==> src/sdrb_pkg.sv <==
// Constants, types and map of the serial diagnostic register bank
package sdrb_pkg;

  // Modbus function codes handled by the bank
  localparam logic [7:0]  FN_READ       = 8'h03;
  localparam logic [7:0]  FN_WRITE      = 8'h10;

  // Holding register addresses
  localparam logic [15:0] ADDR_PROFILE  = 16'h1000;
  localparam logic [15:0] ADDR_ABORT    = 16'h2A60;
  localparam logic [15:0] ADDR_IDX_LOG  = 16'h2A64;
  localparam logic [15:0] ADDR_CNT_LOG  = 16'h2A65;
  localparam logic [15:0] ADDR_ERR_TOT  = 16'h2A68;
  localparam logic [15:0] ADDR_RATED    = 16'h2D28;
  localparam logic [15:0] ADDR_MAXSPD   = 16'h2D29;

  // Register words per object
  localparam logic [7:0]  WORDS_LONG    = 8'h02;
  localparam logic [7:0]  WORDS_SHORT   = 8'h01;
  localparam logic [7:0]  WORDS_NONE    = 8'h00;

  // Only sub-index of every object in this bank
  localparam logic [7:0]  SUBIDX_ONLY   = 8'h00;

  // Reset values
  localparam logic [31:0] RST_WORD32    = 32'h0000_0000;
  localparam logic [15:0] RST_WORD16    = 16'h0000;
  localparam logic [7:0]  RST_BYTE      = 8'h00;

  // Shift between the two halves of a long value
  localparam int          HALF_BITS     = 16;

  // Number of serial error sources feeding the total
  localparam int          ERR_SOURCES   = 5;

  // Object access abort codes
  localparam logic [31:0] CODE_NONE     = 32'h0000_0000;
  localparam logic [31:0] CODE_UNSUP    = 32'h0601_0000;
  localparam logic [31:0] CODE_RD_WO    = 32'h0601_0001;
  localparam logic [31:0] CODE_WR_RO    = 32'h0601_0002;
  localparam logic [31:0] CODE_NO_OBJ   = 32'h0602_0000;
  localparam logic [31:0] CODE_LENGTH   = 32'h0607_0010;
  localparam logic [31:0] CODE_NO_SUB   = 32'h0609_0011;
  localparam logic [31:0] CODE_RANGE    = 32'h0609_0030;
  localparam logic [31:0] CODE_HIGH     = 32'h0609_0031;
  localparam logic [31:0] CODE_LOW      = 32'h0609_0032;
  localparam logic [31:0] CODE_LOCAL    = 32'h0800_0021;
  localparam logic [31:0] CODE_DEVSTATE = 32'h0800_0022;

  // Fault causes reported by the rest of the device
  typedef enum logic [3:0] {
    CAUSE_NONE, CAUSE_UNSUP, CAUSE_RD_WO, CAUSE_WR_RO,
    CAUSE_NO_OBJ, CAUSE_LENGTH, CAUSE_NO_SUB, CAUSE_RANGE,
    CAUSE_HIGH, CAUSE_LOW, CAUSE_LOCAL, CAUSE_DEVSTATE
  } sdrb_cause_t;

  // Objects held by the bank
  typedef enum logic [2:0] {
    OBJ_NONE, OBJ_PROFILE, OBJ_ABORT, OBJ_IDX_LOG,
    OBJ_CNT_LOG, OBJ_ERR_TOT, OBJ_RATED, OBJ_MAXSPD
  } sdrb_obj_t;

  // Access sequencer states
  typedef enum logic [3:0] {
    ST_IDLE  = 4'b0001,
    ST_CHECK = 4'b0010,
    ST_SEND  = 4'b0100,
    ST_DONE  = 4'b1000
  } sdrb_state_t;

endpackage

==> src/sdrb_cnt_if.sv <==
// Link between the bank and its communication error counter
`timescale 1ns/1ns
interface sdrb_cnt_if;
  logic [sdrb_pkg::ERR_SOURCES-1:0] err_evt;
  logic                             clear;
  logic [15:0]                      total;

  modport counter (input err_evt, input clear, output total);
  modport owner   (output err_evt, output clear, input total);
endinterface

==> src/sdrb_top.sv <==
// Read-only diagnostic holding register bank behind the Modbus access port
//
// Contract
// [RULE_01] Rated speed, 32 bits over two registers at 2D28h, read by 03h.
// [RULE_02] Maximum speed, 32 bits over two registers at 2D29h, read by 03h.
// [RULE_03] Latest abort code readable at 2A60h; zero means no error.
// [RULE_04] Unsupported 06010000h, read write-only 06010001h, write read-only 06010002h.
// [RULE_05] No object 06020000h, no sub-index 06090011h, length mismatch 06070010h.
// [RULE_06] Write range codes: exceeded 06090030h, too high 06090031h, too low 06090032h.
// [RULE_07] Refused by local control 08000021h, by device state 08000022h.
// [RULE_08] Log at 2A64h: index in upper half, zero-extended sub-index lower.
// [RULE_09] Register 2A65h counts addresses reached in the last access.
// [RULE_10] Parity, overrun and framing errors each add one to 2A68h.
// [RULE_11] Frame length errors and CRC errors add to the same total.
// [RULE_12] Alarm history clear resets the communication error total.
// [RULE_13] Profile word, 32 bits over two registers at 1000h.
// [RULE_14] Writes to the bank are refused and log the read-only code.
`timescale 1ns/1ns
module sdrb_top #(
  // Profile word content; value is arbitrary
  parameter logic [31:0] PROFILE_WORD = 32'h0001_0001
) (
  // Clock and reset
  input  wire logic        i_mclk,
  input  wire logic        i_reset,

  // Access request from the frame layer
  input  wire logic        i_req_valid,
  output logic             o_req_ready,
  input  wire logic [7:0]  i_req_func,
  input  wire logic [15:0] i_req_index,
  input  wire logic [7:0]  i_req_subidx,
  input  wire logic [7:0]  i_req_count,

  // Read data words, first word first
  output logic             o_rsp_valid,
  input  wire logic        i_rsp_ready,
  output logic [15:0]      o_rsp_data,
  output logic             o_rsp_last,

  // End of access
  output logic             o_done,
  output logic             o_done_ok,
  output logic [31:0]      o_done_code,

  // Outcome of accesses served elsewhere in the device
  input  wire logic        i_ext_valid,
  input  wire logic [15:0] i_ext_index,
  input  wire logic [7:0]  i_ext_subidx,
  input  wire logic [15:0] i_ext_reached,
  input  wire logic [3:0]  i_ext_cause,

  // Motor data
  input  wire logic [31:0] i_rated_speed,
  input  wire logic [31:0] i_max_speed,

  // Serial receiver error pulses
  input  wire logic        i_parity_err,
  input  wire logic        i_overrun_err,
  input  wire logic        i_framing_err,
  input  wire logic        i_length_err,
  input  wire logic        i_crc_err,

  // Alarm history clear action
  input  wire logic        i_alarm_hist_clear
);

  typedef struct packed {
    sdrb_pkg::sdrb_state_t state;
    sdrb_pkg::sdrb_obj_t   obj;
    logic [7:0]            func;
    logic [15:0]           index;
    logic [7:0]            subidx;
    logic [7:0]            count;
    logic [7:0]            sent;
    logic [31:0]           shadow;
    logic [31:0]           abort_code;
    logic [31:0]           idx_log;
    logic [15:0]           cnt_log;
    logic                  done;
    logic                  done_ok;
    logic [31:0]           done_code;
  } sdrb_bank_t;

  sdrb_bank_t s;
  sdrb_bank_t next_s;

  sdrb_cnt_if cnt ();

  // Address decode of the holding register map
  function automatic sdrb_pkg::sdrb_obj_t obj_lookup(input logic [15:0] addr);
    case (addr)
      sdrb_pkg::ADDR_PROFILE: obj_lookup = sdrb_pkg::OBJ_PROFILE;
      sdrb_pkg::ADDR_ABORT:   obj_lookup = sdrb_pkg::OBJ_ABORT;
      sdrb_pkg::ADDR_IDX_LOG: obj_lookup = sdrb_pkg::OBJ_IDX_LOG;
      sdrb_pkg::ADDR_CNT_LOG: obj_lookup = sdrb_pkg::OBJ_CNT_LOG;
      sdrb_pkg::ADDR_ERR_TOT: obj_lookup = sdrb_pkg::OBJ_ERR_TOT;
      sdrb_pkg::ADDR_RATED:   obj_lookup = sdrb_pkg::OBJ_RATED;
      sdrb_pkg::ADDR_MAXSPD:  obj_lookup = sdrb_pkg::OBJ_MAXSPD;
      default:                obj_lookup = sdrb_pkg::OBJ_NONE;
    endcase
  endfunction

  // Register words that make up each object
  function automatic logic [7:0] obj_words(input sdrb_pkg::sdrb_obj_t obj);
    case (obj)
      sdrb_pkg::OBJ_PROFILE,
      sdrb_pkg::OBJ_ABORT,
      sdrb_pkg::OBJ_IDX_LOG,
      sdrb_pkg::OBJ_RATED,
      sdrb_pkg::OBJ_MAXSPD:  obj_words = sdrb_pkg::WORDS_LONG;
      sdrb_pkg::OBJ_CNT_LOG,
      sdrb_pkg::OBJ_ERR_TOT: obj_words = sdrb_pkg::WORDS_SHORT;
      default:               obj_words = sdrb_pkg::WORDS_NONE;
    endcase
  endfunction

  // Fault cause to abort code
  function automatic logic [31:0] cause_code(input logic [3:0] cause);
    case (sdrb_pkg::sdrb_cause_t'(cause))
      sdrb_pkg::CAUSE_UNSUP:    cause_code = sdrb_pkg::CODE_UNSUP;    // see [RULE_04]
      sdrb_pkg::CAUSE_RD_WO:    cause_code = sdrb_pkg::CODE_RD_WO;    // see [RULE_04]
      sdrb_pkg::CAUSE_WR_RO:    cause_code = sdrb_pkg::CODE_WR_RO;    // see [RULE_04]
      sdrb_pkg::CAUSE_NO_OBJ:   cause_code = sdrb_pkg::CODE_NO_OBJ;   // see [RULE_05]
      sdrb_pkg::CAUSE_LENGTH:   cause_code = sdrb_pkg::CODE_LENGTH;   // see [RULE_05]
      sdrb_pkg::CAUSE_NO_SUB:   cause_code = sdrb_pkg::CODE_NO_SUB;   // see [RULE_05]
      sdrb_pkg::CAUSE_RANGE:    cause_code = sdrb_pkg::CODE_RANGE;    // see [RULE_06]
      sdrb_pkg::CAUSE_HIGH:     cause_code = sdrb_pkg::CODE_HIGH;     // see [RULE_06]
      sdrb_pkg::CAUSE_LOW:      cause_code = sdrb_pkg::CODE_LOW;      // see [RULE_06]
      sdrb_pkg::CAUSE_LOCAL:    cause_code = sdrb_pkg::CODE_LOCAL;    // see [RULE_07]
      sdrb_pkg::CAUSE_DEVSTATE: cause_code = sdrb_pkg::CODE_DEVSTATE; // see [RULE_07]
      default:                  cause_code = sdrb_pkg::CODE_NONE;
    endcase
  endfunction

  // Checks of one bank access, most basic fault first
  function automatic logic [31:0] check_access(
    input logic [7:0]          func,
    input sdrb_pkg::sdrb_obj_t obj,
    input logic [7:0]          subidx,
    input logic [7:0]          count
  );
    if (func != sdrb_pkg::FN_READ && func != sdrb_pkg::FN_WRITE) begin
      check_access = sdrb_pkg::CODE_UNSUP;                  // see [RULE_04]
    end else if (obj == sdrb_pkg::OBJ_NONE) begin
      check_access = sdrb_pkg::CODE_NO_OBJ;                 // see [RULE_05]
    end else if (func == sdrb_pkg::FN_WRITE) begin
      check_access = sdrb_pkg::CODE_WR_RO;                  // see [RULE_14]
    end else if (subidx != sdrb_pkg::SUBIDX_ONLY) begin
      check_access = sdrb_pkg::CODE_NO_SUB;                 // see [RULE_05]
    end else if (count != obj_words(obj)) begin
      check_access = sdrb_pkg::CODE_LENGTH;                 // see [RULE_05]
    end else begin
      check_access = sdrb_pkg::CODE_NONE;
    end
  endfunction

  // Snapshot of a readable value, first word in the upper half
  function automatic logic [31:0] obj_value(
    input sdrb_pkg::sdrb_obj_t obj,
    input logic [31:0]         abort_code,
    input logic [31:0]         idx_log,
    input logic [15:0]         cnt_log,
    input logic [15:0]         err_total,
    input logic [31:0]         rated,
    input logic [31:0]         maxspd
  );
    case (obj)
      sdrb_pkg::OBJ_PROFILE: obj_value = PROFILE_WORD;      // see [RULE_13]
      sdrb_pkg::OBJ_ABORT:   obj_value = abort_code;        // see [RULE_03]
      sdrb_pkg::OBJ_IDX_LOG: obj_value = idx_log;           // see [RULE_08]
      sdrb_pkg::OBJ_CNT_LOG: obj_value = {cnt_log, sdrb_pkg::RST_WORD16};
      sdrb_pkg::OBJ_ERR_TOT: obj_value = {err_total, sdrb_pkg::RST_WORD16};
      sdrb_pkg::OBJ_RATED:   obj_value = rated;             // see [RULE_01]
      sdrb_pkg::OBJ_MAXSPD:  obj_value = maxspd;            // see [RULE_02]
      default:               obj_value = sdrb_pkg::RST_WORD32;
    endcase
  endfunction

  // Serial error events to the counter; same-clock pulses, no sync
  assign cnt.err_evt = {i_crc_err, i_length_err, i_framing_err,
                        i_overrun_err, i_parity_err};  // see [RULE_10] see [RULE_11]
  assign cnt.clear   = i_alarm_hist_clear;              // see [RULE_12]

  sdrb_err_counter u_err_counter (
    .i_mclk  (i_mclk),
    .i_reset (i_reset),
    .cnt     (cnt.counter)
  );

  // Sequencer and log update
  always_comb begin
    logic [31:0] code;
    logic        own_log;
    logic        last_word;
    code      = sdrb_pkg::CODE_NONE;
    own_log   = 1'b0;
    last_word = (s.sent + 8'h01) == s.count;
    next_s      = s;
    next_s.done = 1'b0;

    case (s.state)
      sdrb_pkg::ST_IDLE: begin
        if (i_req_valid) begin
          next_s.func   = i_req_func;
          next_s.index  = i_req_index;
          next_s.subidx = i_req_subidx;
          next_s.count  = i_req_count;
          next_s.obj    = obj_lookup(i_req_index);
          next_s.sent   = sdrb_pkg::RST_BYTE;
          next_s.state  = sdrb_pkg::ST_CHECK;
        end
      end

      sdrb_pkg::ST_CHECK: begin
        code = check_access(s.func, s.obj, s.subidx, s.count);
        if (code == sdrb_pkg::CODE_NONE) begin
          // Value frozen here so both halves come from one instant
          next_s.shadow = obj_value(s.obj, s.abort_code, s.idx_log,
                                    s.cnt_log, cnt.total,
                                    i_rated_speed, i_max_speed);
          next_s.state  = sdrb_pkg::ST_SEND;
        end else begin
          // Refused accesses still set the abort code and both logs
          own_log      = 1'b1;                               // see [RULE_14]
          next_s.state = sdrb_pkg::ST_DONE;
        end
      end

      sdrb_pkg::ST_SEND: begin
        if (i_rsp_ready) begin
          next_s.sent   = s.sent + 8'h01;
          next_s.shadow = s.shadow << sdrb_pkg::HALF_BITS;
          if (last_word) begin
            own_log      = 1'b1;
            next_s.state = sdrb_pkg::ST_DONE;
          end
        end
      end

      sdrb_pkg::ST_DONE: begin
        next_s.state = sdrb_pkg::ST_IDLE;
      end

      default: begin
        next_s.state = sdrb_pkg::ST_IDLE;
      end
    endcase

    // Own access closes: abort code, both logs and the done pulse
    if (own_log) begin
      next_s.abort_code = code;                               // see [RULE_03]
      next_s.idx_log    = {s.index, sdrb_pkg::RST_BYTE, s.subidx}; // see [RULE_08]
      next_s.cnt_log    = {sdrb_pkg::RST_BYTE, next_s.sent};  // see [RULE_09]
      next_s.done       = 1'b1;
      next_s.done_ok    = (code == sdrb_pkg::CODE_NONE);
      next_s.done_code  = code;
    end else if (i_ext_valid) begin
      // Accesses served elsewhere share the same log
      next_s.abort_code = cause_code(i_ext_cause);            // see [RULE_03]
      next_s.idx_log    = {i_ext_index, sdrb_pkg::RST_BYTE, i_ext_subidx}; // see [RULE_08]
      next_s.cnt_log    = i_ext_reached;                      // see [RULE_09]
    end
  end

  // State register; control state and logs start cleared
  always_ff @(posedge i_mclk or posedge i_reset) begin
    if (i_reset) begin
      s.state      <= sdrb_pkg::ST_IDLE;
      s.obj        <= sdrb_pkg::OBJ_NONE;
      s.func       <= sdrb_pkg::RST_BYTE;
      s.index      <= sdrb_pkg::RST_WORD16;
      s.subidx     <= sdrb_pkg::RST_BYTE;
      s.count      <= sdrb_pkg::RST_BYTE;
      s.sent       <= sdrb_pkg::RST_BYTE;
      s.shadow     <= sdrb_pkg::RST_WORD32;
      s.abort_code <= sdrb_pkg::CODE_NONE;
      s.idx_log    <= sdrb_pkg::RST_WORD32;
      s.cnt_log    <= sdrb_pkg::RST_WORD16;
      s.done       <= 1'b0;
      s.done_ok    <= 1'b0;
      s.done_code  <= sdrb_pkg::CODE_NONE;
    end else begin
      s <= next_s;
    end
  end

  // Handshakes straight from the state, data from flip-flops
  assign o_req_ready = (s.state == sdrb_pkg::ST_IDLE);
  assign o_rsp_valid = (s.state == sdrb_pkg::ST_SEND);
  assign o_rsp_last  = o_rsp_valid && ((s.sent + 8'h01) == s.count);
  assign o_rsp_data  = s.shadow[31:16];                     // see [RULE_01] see [RULE_02]
  assign o_done      = s.done;
  assign o_done_ok   = s.done_ok;
  assign o_done_code = s.done_code;

endmodule

==> src/sdrb_err_counter.sv <==
// Communication error total, one count per error event
`timescale 1ns/1ns
module sdrb_err_counter (
  // Clock and reset
  input  wire logic        i_mclk,
  input  wire logic        i_reset,
  // Events, clear and total
  sdrb_cnt_if.counter      cnt
);

  typedef struct packed {
    logic [15:0] total;
  } sdrb_cnt_state_t;

  sdrb_cnt_state_t s;
  sdrb_cnt_state_t next_s;

  // Several sources may fire together, so each adds its own count
  always_comb begin
    logic [16:0] sum;
    logic [15:0] inc;
    inc = 16'($countones(cnt.err_evt));
    sum = {1'b0, s.total} + {1'b0, inc};
    next_s = s;
    if (cnt.clear) begin
      next_s.total = inc;                // see [RULE_12]
    end else if (sum[16]) begin
      next_s.total = 16'hFFFF;           // Saturate, never wrap to a clean value
    end else begin
      next_s.total = sum[15:0];          // see [RULE_10] see [RULE_11]
    end
  end

  // State register
  always_ff @(posedge i_mclk or posedge i_reset) begin
    if (i_reset) begin
      s.total <= sdrb_pkg::RST_WORD16;
    end else begin
      s <= next_s;
    end
  end

  assign cnt.total = s.total;

endmodule

==> config.mk <==
export PLATFORM = sky130hd
export DESIGN_NAME = sdrb_top
export DESIGN_NICKNAME = d
export VERILOG_FILES = /design/src/sdrb_pkg.sv /design/src/sdrb_cnt_if.sv /design/src/sdrb_top.sv /design/src/sdrb_err_counter.sv
export SDC_FILE = /design/constraint.sdc
export NUM_CORES = 1
export LEC_CHECK = 0
export BUFFER_PORTS_ARGS = -buffer_cell sky130_fd_sc_hd__buf_2
export CORE_ASPECT_RATIO = 1.25
export CORE_UTILIZATION = 50
export CTS_BUF_LIST = sky130_fd_sc_hd__clkbuf_8
export CTS_CLUSTER_DIAMETER = 200
export DETAILED_ROUTE_END_ITERATION = 8
export PLACE_DENSITY = 0.73
export SLEW_MARGIN = 5
export SYNTH_ARGS = -nofsm -noshare
export SYNTH_HDL_FRONTEND = slang
export SYNTH_HIERARCHICAL = 1
export SYNTH_SLANG_ARGS = --single-unit
==> constraint.sdc <==
create_clock -name i_mclk -period 5.62 [get_ports i_mclk]
set_clock_uncertainty 0.05 [all_clocks]
set_input_delay 0.562 -clock i_mclk [delete_from_list [all_inputs] [get_ports i_mclk]]
set_output_delay 0.562 -clock i_mclk [all_outputs]
set_load 0.005 [all_outputs]
==> Yosys cells after proc, flatten, opt, wreduce, memory -nomap -nowiden <==
Memories as Yosys holds them, arrays and structs flattened.
Index checks and enable logic that the tools add are counted.
{ "op_classes": {"n_eq_ne": 26, "n_reduce_logical": 13, "n_mux": 33, "addsub": 6} }
{ "ops": {"columns": ["operator", "n"], "rows": [
  ["$pmux W32 S7", 1],
  ["$mux W80", 2],
  ["$mux W27", 5],
  ["$eq A16 B14 Y1 const B", 6],
  ["$mux W32", 3],
  ["$logic_not A32 Y1", 2],
  ["$pmux W32 S2", 1],
  ["$mux W55", 1],
  ["$mux W40", 1],
  ["$mux W8", 5],
  ["$mux W34", 1],
  ["$mux W16", 2],
  ["$pmux W3 S7", 1],
  ["$add A16 B16 Y17", 1],
  ["$add A16 B1 Y16", 1],
  ["$add A16 B16 Y16", 1],
  ["$eq A16 B13 Y1 const B", 1],
  ["$pmux W8 S2", 1],
  ["$eq A3 B3 Y1 const B", 4],
  ["$mux W4", 3],
  ["$pmux W4 S3", 1],
  ["$add A8 B1 Y8 const B", 1],
  ["$eq A8 B5 Y1 const B", 1],
  ["$eq A8 B8 Y1", 1],
  ["other kinds (22)", 31]
]} }
{ "totals": {"elab_cells": 94, "mem_bits_ro": 176, "input_bits": 159, "mem_count": 1, "out_inout_bits": 53, "ff_bits": 217} }
{ "memory_table": {"columns": ["name", "words", "width", "rd", "rd_clocked_by_memory_dff", "wr", "line", "text"], "rows": [
  ["(no name shown)", 16, 11, 1, 0, 0, "sdrb_top.sv:120", "case (sdrb_pkg::sdrb_cause_t'(cause))"]
]} }

==> Depth between registers and ports, before layout <==
{ "logic_depth": {"word_depth": 19, "ltp_mapped": 12, "ltp_nobuf": 11} }

==> Modules after synthesis <==
Netlist, hierarchy kept.
{ "modules_own_cells": {"columns": ["module", "seq_area_each_um2", "n_inst", "area_per_inst_um2", "cells_per_inst"], "rows": [
  ["sdrb_top", 3654.8, 1, 8236.6, 772],
  ["sdrb_err_counter", 400.4, 1, 1002.2, 107]
]} }

==> Worst setup path before layout <==
No wires, ideal clock.
{ "synth_path": {"path_kind": "input port to flip-flop", "start": "in i_parity_err", "end": "reg, netlist name u_err_counter/cnt.total[2]", "arrival_time_ns": 3.106, "setup_ns": 0.080, "t_required_ns": 5.490, "path_stages": 12, "setup_slack_ns": 2.384, "n_path_buf": 1, "path_cell_list": "inv_1 fa_1 fa_1 inv_1 ha_1 inv_1 fa_1 nor2b_1 o2111a_1 nand2_1 clkbuf_1 a2bb2oi_1"} }
{ "synth_lines": {"columns": ["element", "line", "text"], "rows": [
  ["from (decl)", "sdrb_top.sv:58", "input wire logic i_parity_err,"]
]} }

==> Worst setup path after layout <==
{ "layout_path": {"start": "reg s[197] (netlist bit)", "end": "reg s[73] (netlist bit)"} }
{ "layout_between": {"elab_chain_len": 3, "elab_cells_between_ends": 5, "cone_classes": "2 x eq/ne; 2 x mux; 1 x reduce/logical"} }
{ "layout_lines": {"columns": ["element", "line", "text"], "rows": [
  ["from (decl)", "sdrb_top.sv:85", "sdrb_bank_t s;"],
  ["from (signal assigned)", "sdrb_top.sv:284", "s <= next_s;"],
  ["$eq A4 B3 Y1 / $eq A4 B2 Y1 (equally long branches)", "sdrb_top.sv:202", "case (s.state)"],
  ["$pmux W1 S2 (*)", "sdrb_top.sv:202", null],
  ["$mux W80 / $reduce_bool A2 Y1 (equally long branches)", null, null]
]} }
Every way passes the cells marked *; elsewhere a longest branch is shown, timed or not.
A chain may end at the register's enable or synchronous reset.

==> reports/metrics.csv <==
metric;value;unit
yosysSeqAreaShare;43.9;%
die_h;154;um
synth_area_leaders;dfrtp_1 (44%), mux2_2 (12%), buf_4 (3.9%);
dp.cells;1223;
synth_edf_count;0;
grt_pass1_wl;36900;um
yosysTopAreaCell;dfrtp_1;
comb_power_share;28.4;%
critPathRequiredTime;5.91;ns
synth.distinct_cells;75;
ys_dominant_reg_cell;dfrtp_1;
synth_area;9240;um^2
n_antenna_cell;0;
rsz0062_at_grt;false;
ctsRootBufferMaster;clkbuf_8;
status;complete, no violations;
drt_iter0_markers;472;
cts.sinks;162;
r2r-end;s[73];
via_count;7177;
synth_area_per_cell;10.5;um^2
slew_violations;0;
fp.coreArea;18100;um^2
drc;0;
wl_per_cell;18.9;um
viasPerCell;5.72;
hold_path_class;primary input to async pin;
num_io_pins;212;
swShare;32.8;%
power.density;335;nW/um^2
row_count;55;
clk_pin_slew;0.10;ns
cp-start-kind;flop;
fin_cells;1255;
drt.antenna.violating_nets;0;
routabilityCongestion;0.852;
clock_path_buffers;2;
final.period_utilization;62.7;%
dp_slack;1.99;ns
cts.htree.levels;4;
drive_gt1_share;34.6;%
initial_core_util;51.0;%
die_area;19000;um^2
antenna_found_initial;0;
hold_violations;0;
relSlewSlack;21.6;%
power.total;3.48;mW
first_global_vias;6924;
seq_power_share;49.3;%
leakage;4.58;nW
port-buffer-count;188;
synth_top_area_share;43.6;%
final_nets;1181;
postCtsSetupRepairBufs;0;
fin_util;57.4;%
cp-end-kind;flop;
rr_worst_depth;5;
drt-pass1-iter-count;4;
die_w;124;um
setup_viol;0;
finalSetupTns;0;ns
regToRegStartpoint;s[197];
grt.overflow.total;0;
synth_warnings;6;
critical_path_class;flop to flop;
final_area;10400;um^2
cap_violations;0;
fmax;284;MHz
clk_latency;0.46;ns
grtUsageTotal;25.9;%
final.setup.worst_slack;2.10;ns
grt_max_degree;108;
ctsResizeCount;0;
min_period;3.52;ns
finalWirelength;23800;um
p_int;2.34;mW
ctsHoldBuffers;0;
numCtsBuffers;17;
arrival;3.81;ns
dp_hpwl;17800;um
critical_path.max_fanout;26;
hold_ws;0.162;ns
cts_tree;done;
n_fill_cell;1598;
synth-seq-cells;162;
synth_cells;879;
vdd_drop_max;0.000222;V
syn2layout_area_growth;12.4;%
tightestPinTransition;1.17;ns
clock_power_share;22.3;%
regToRegSetupSlack;2.10;ns
ys_async_sr_fraction;100;%
dpl_cell_area;10000;um^2
power.switching;1.14;mW
[layout make-up]
type	instances	area (um^2)	area share, %
clock inverters	11	65.1	0.627
clock buffers	21	289	2.78
repair buffers	195	993	9.57
inverters	28	110	1.06
well taps	228	285	2.75
flip-flops and latches	162	4060	39.1
multi-input cells	610	4580	44.1
[worst max-delay path by stage]
stage                     cells past startpoint                          end  slack, ns          from
after global placement                       12   u_err_counter/cnt.total[1]       2.07  i_parity_err
final                                         5                        s[73]       2.10        s[197]
after detailed placement                     12  u_err_counter/cnt.total[13]       1.99  i_parity_err
after CTS                                     7                   o_rsp_last       2.08        s[146]
after floorplan                               1                       o_done       1.09       i_reset
after global routing                          5                        s[73]       1.86        s[197]
[logic make-up (layout without fill, tap and decap cells)]
logic type      count (synthesis)  count (layout)  synth area share [%]
fa+ha+maj                       8               8                  1.33
other cells                     1              23                0.0406
xor+xnor                       18              18                  1.71
flops                         162             162                  43.9
compound gates                181             181                  13.5
buf+inv                       129             255                  7.54
simple gates                  216             216                  11.5
mux                           164             164                  20.5
[per-layer routing]
metal | track usage [%] | share of wire (%)
met2 | 39.1 | 47
met1 | 35.9 | 44
met3 | 4.60 | 5.9
met5 | 0 | 0
met4 | 12.0 | 3.6
[power by group through the flow]
stage | sequential [mW] | clock [mW] | combinational (mW)
5_1_grt | 1.75 | 0.833 | 1.09
6_report | 1.72 | 0.776 | 0.988
2_1_floorplan | 1.62 | 0 | 0.795
4_1_cts | 1.71 | 0.791 | 0.997
3_5_place_dp | 1.73 | 0 | 0.988
3_3_place_gp | 1.72 | 0 | 0.966
[registers in the layout, summed over array words and instances, names as in the netlist]
signal and count:
s 121, o_rsp_data 16, u_err_counter/cnt.total 16, o_done_code 7, o_done 1, o_done_ok 1
[cells in the final DEF, fill, tap and decap left out, types with 16 or more instances in the layout]
cell type	count
a22oi_1	19
a21oi_1	30
dfrtp_1	159
inv_1	28
mux2_1	26
nand2_1	81
clkbuf_8	21
nor3_1	16
nor2_1	39
nand3_1	18
mux2_2	98
conb_1	23
mux2i_1	32
buf_2	188
o21ai_0	45
[worst max-delay path, stage by stage (launching register included)]
cell,delay [ns]
dfstp_2,0.38
or4b_2,0.84
nor2_2,0.95
a31oi_4,0.43
buf_4,0.38
mux2_1,0.35
[synthesized netlist by cell type (all sizes together), types with 6 or more instances]
| cell type | number |
|---|---|
| a21oi | 30 |
| o31ai | 14 |
| xnor2 | 12 |
| a31oi | 7 |
| mux4 | 8 |
| a22o | 14 |
| nand3 | 18 |
| buf | 68 |
| nand2 | 82 |
| dfrtp | 161 |
| a22oi | 19 |
| o21ai | 55 |
| nor3 | 16 |
| nor2 | 41 |
| nor2b | 14 |
| mux2 | 124 |
| clkbuf | 33 |
| mux2i | 32 |
| inv | 28 |
| nor4 | 6 |
| xor2 | 6 |
No activity file was read; power rests on OpenSTA's default activity.
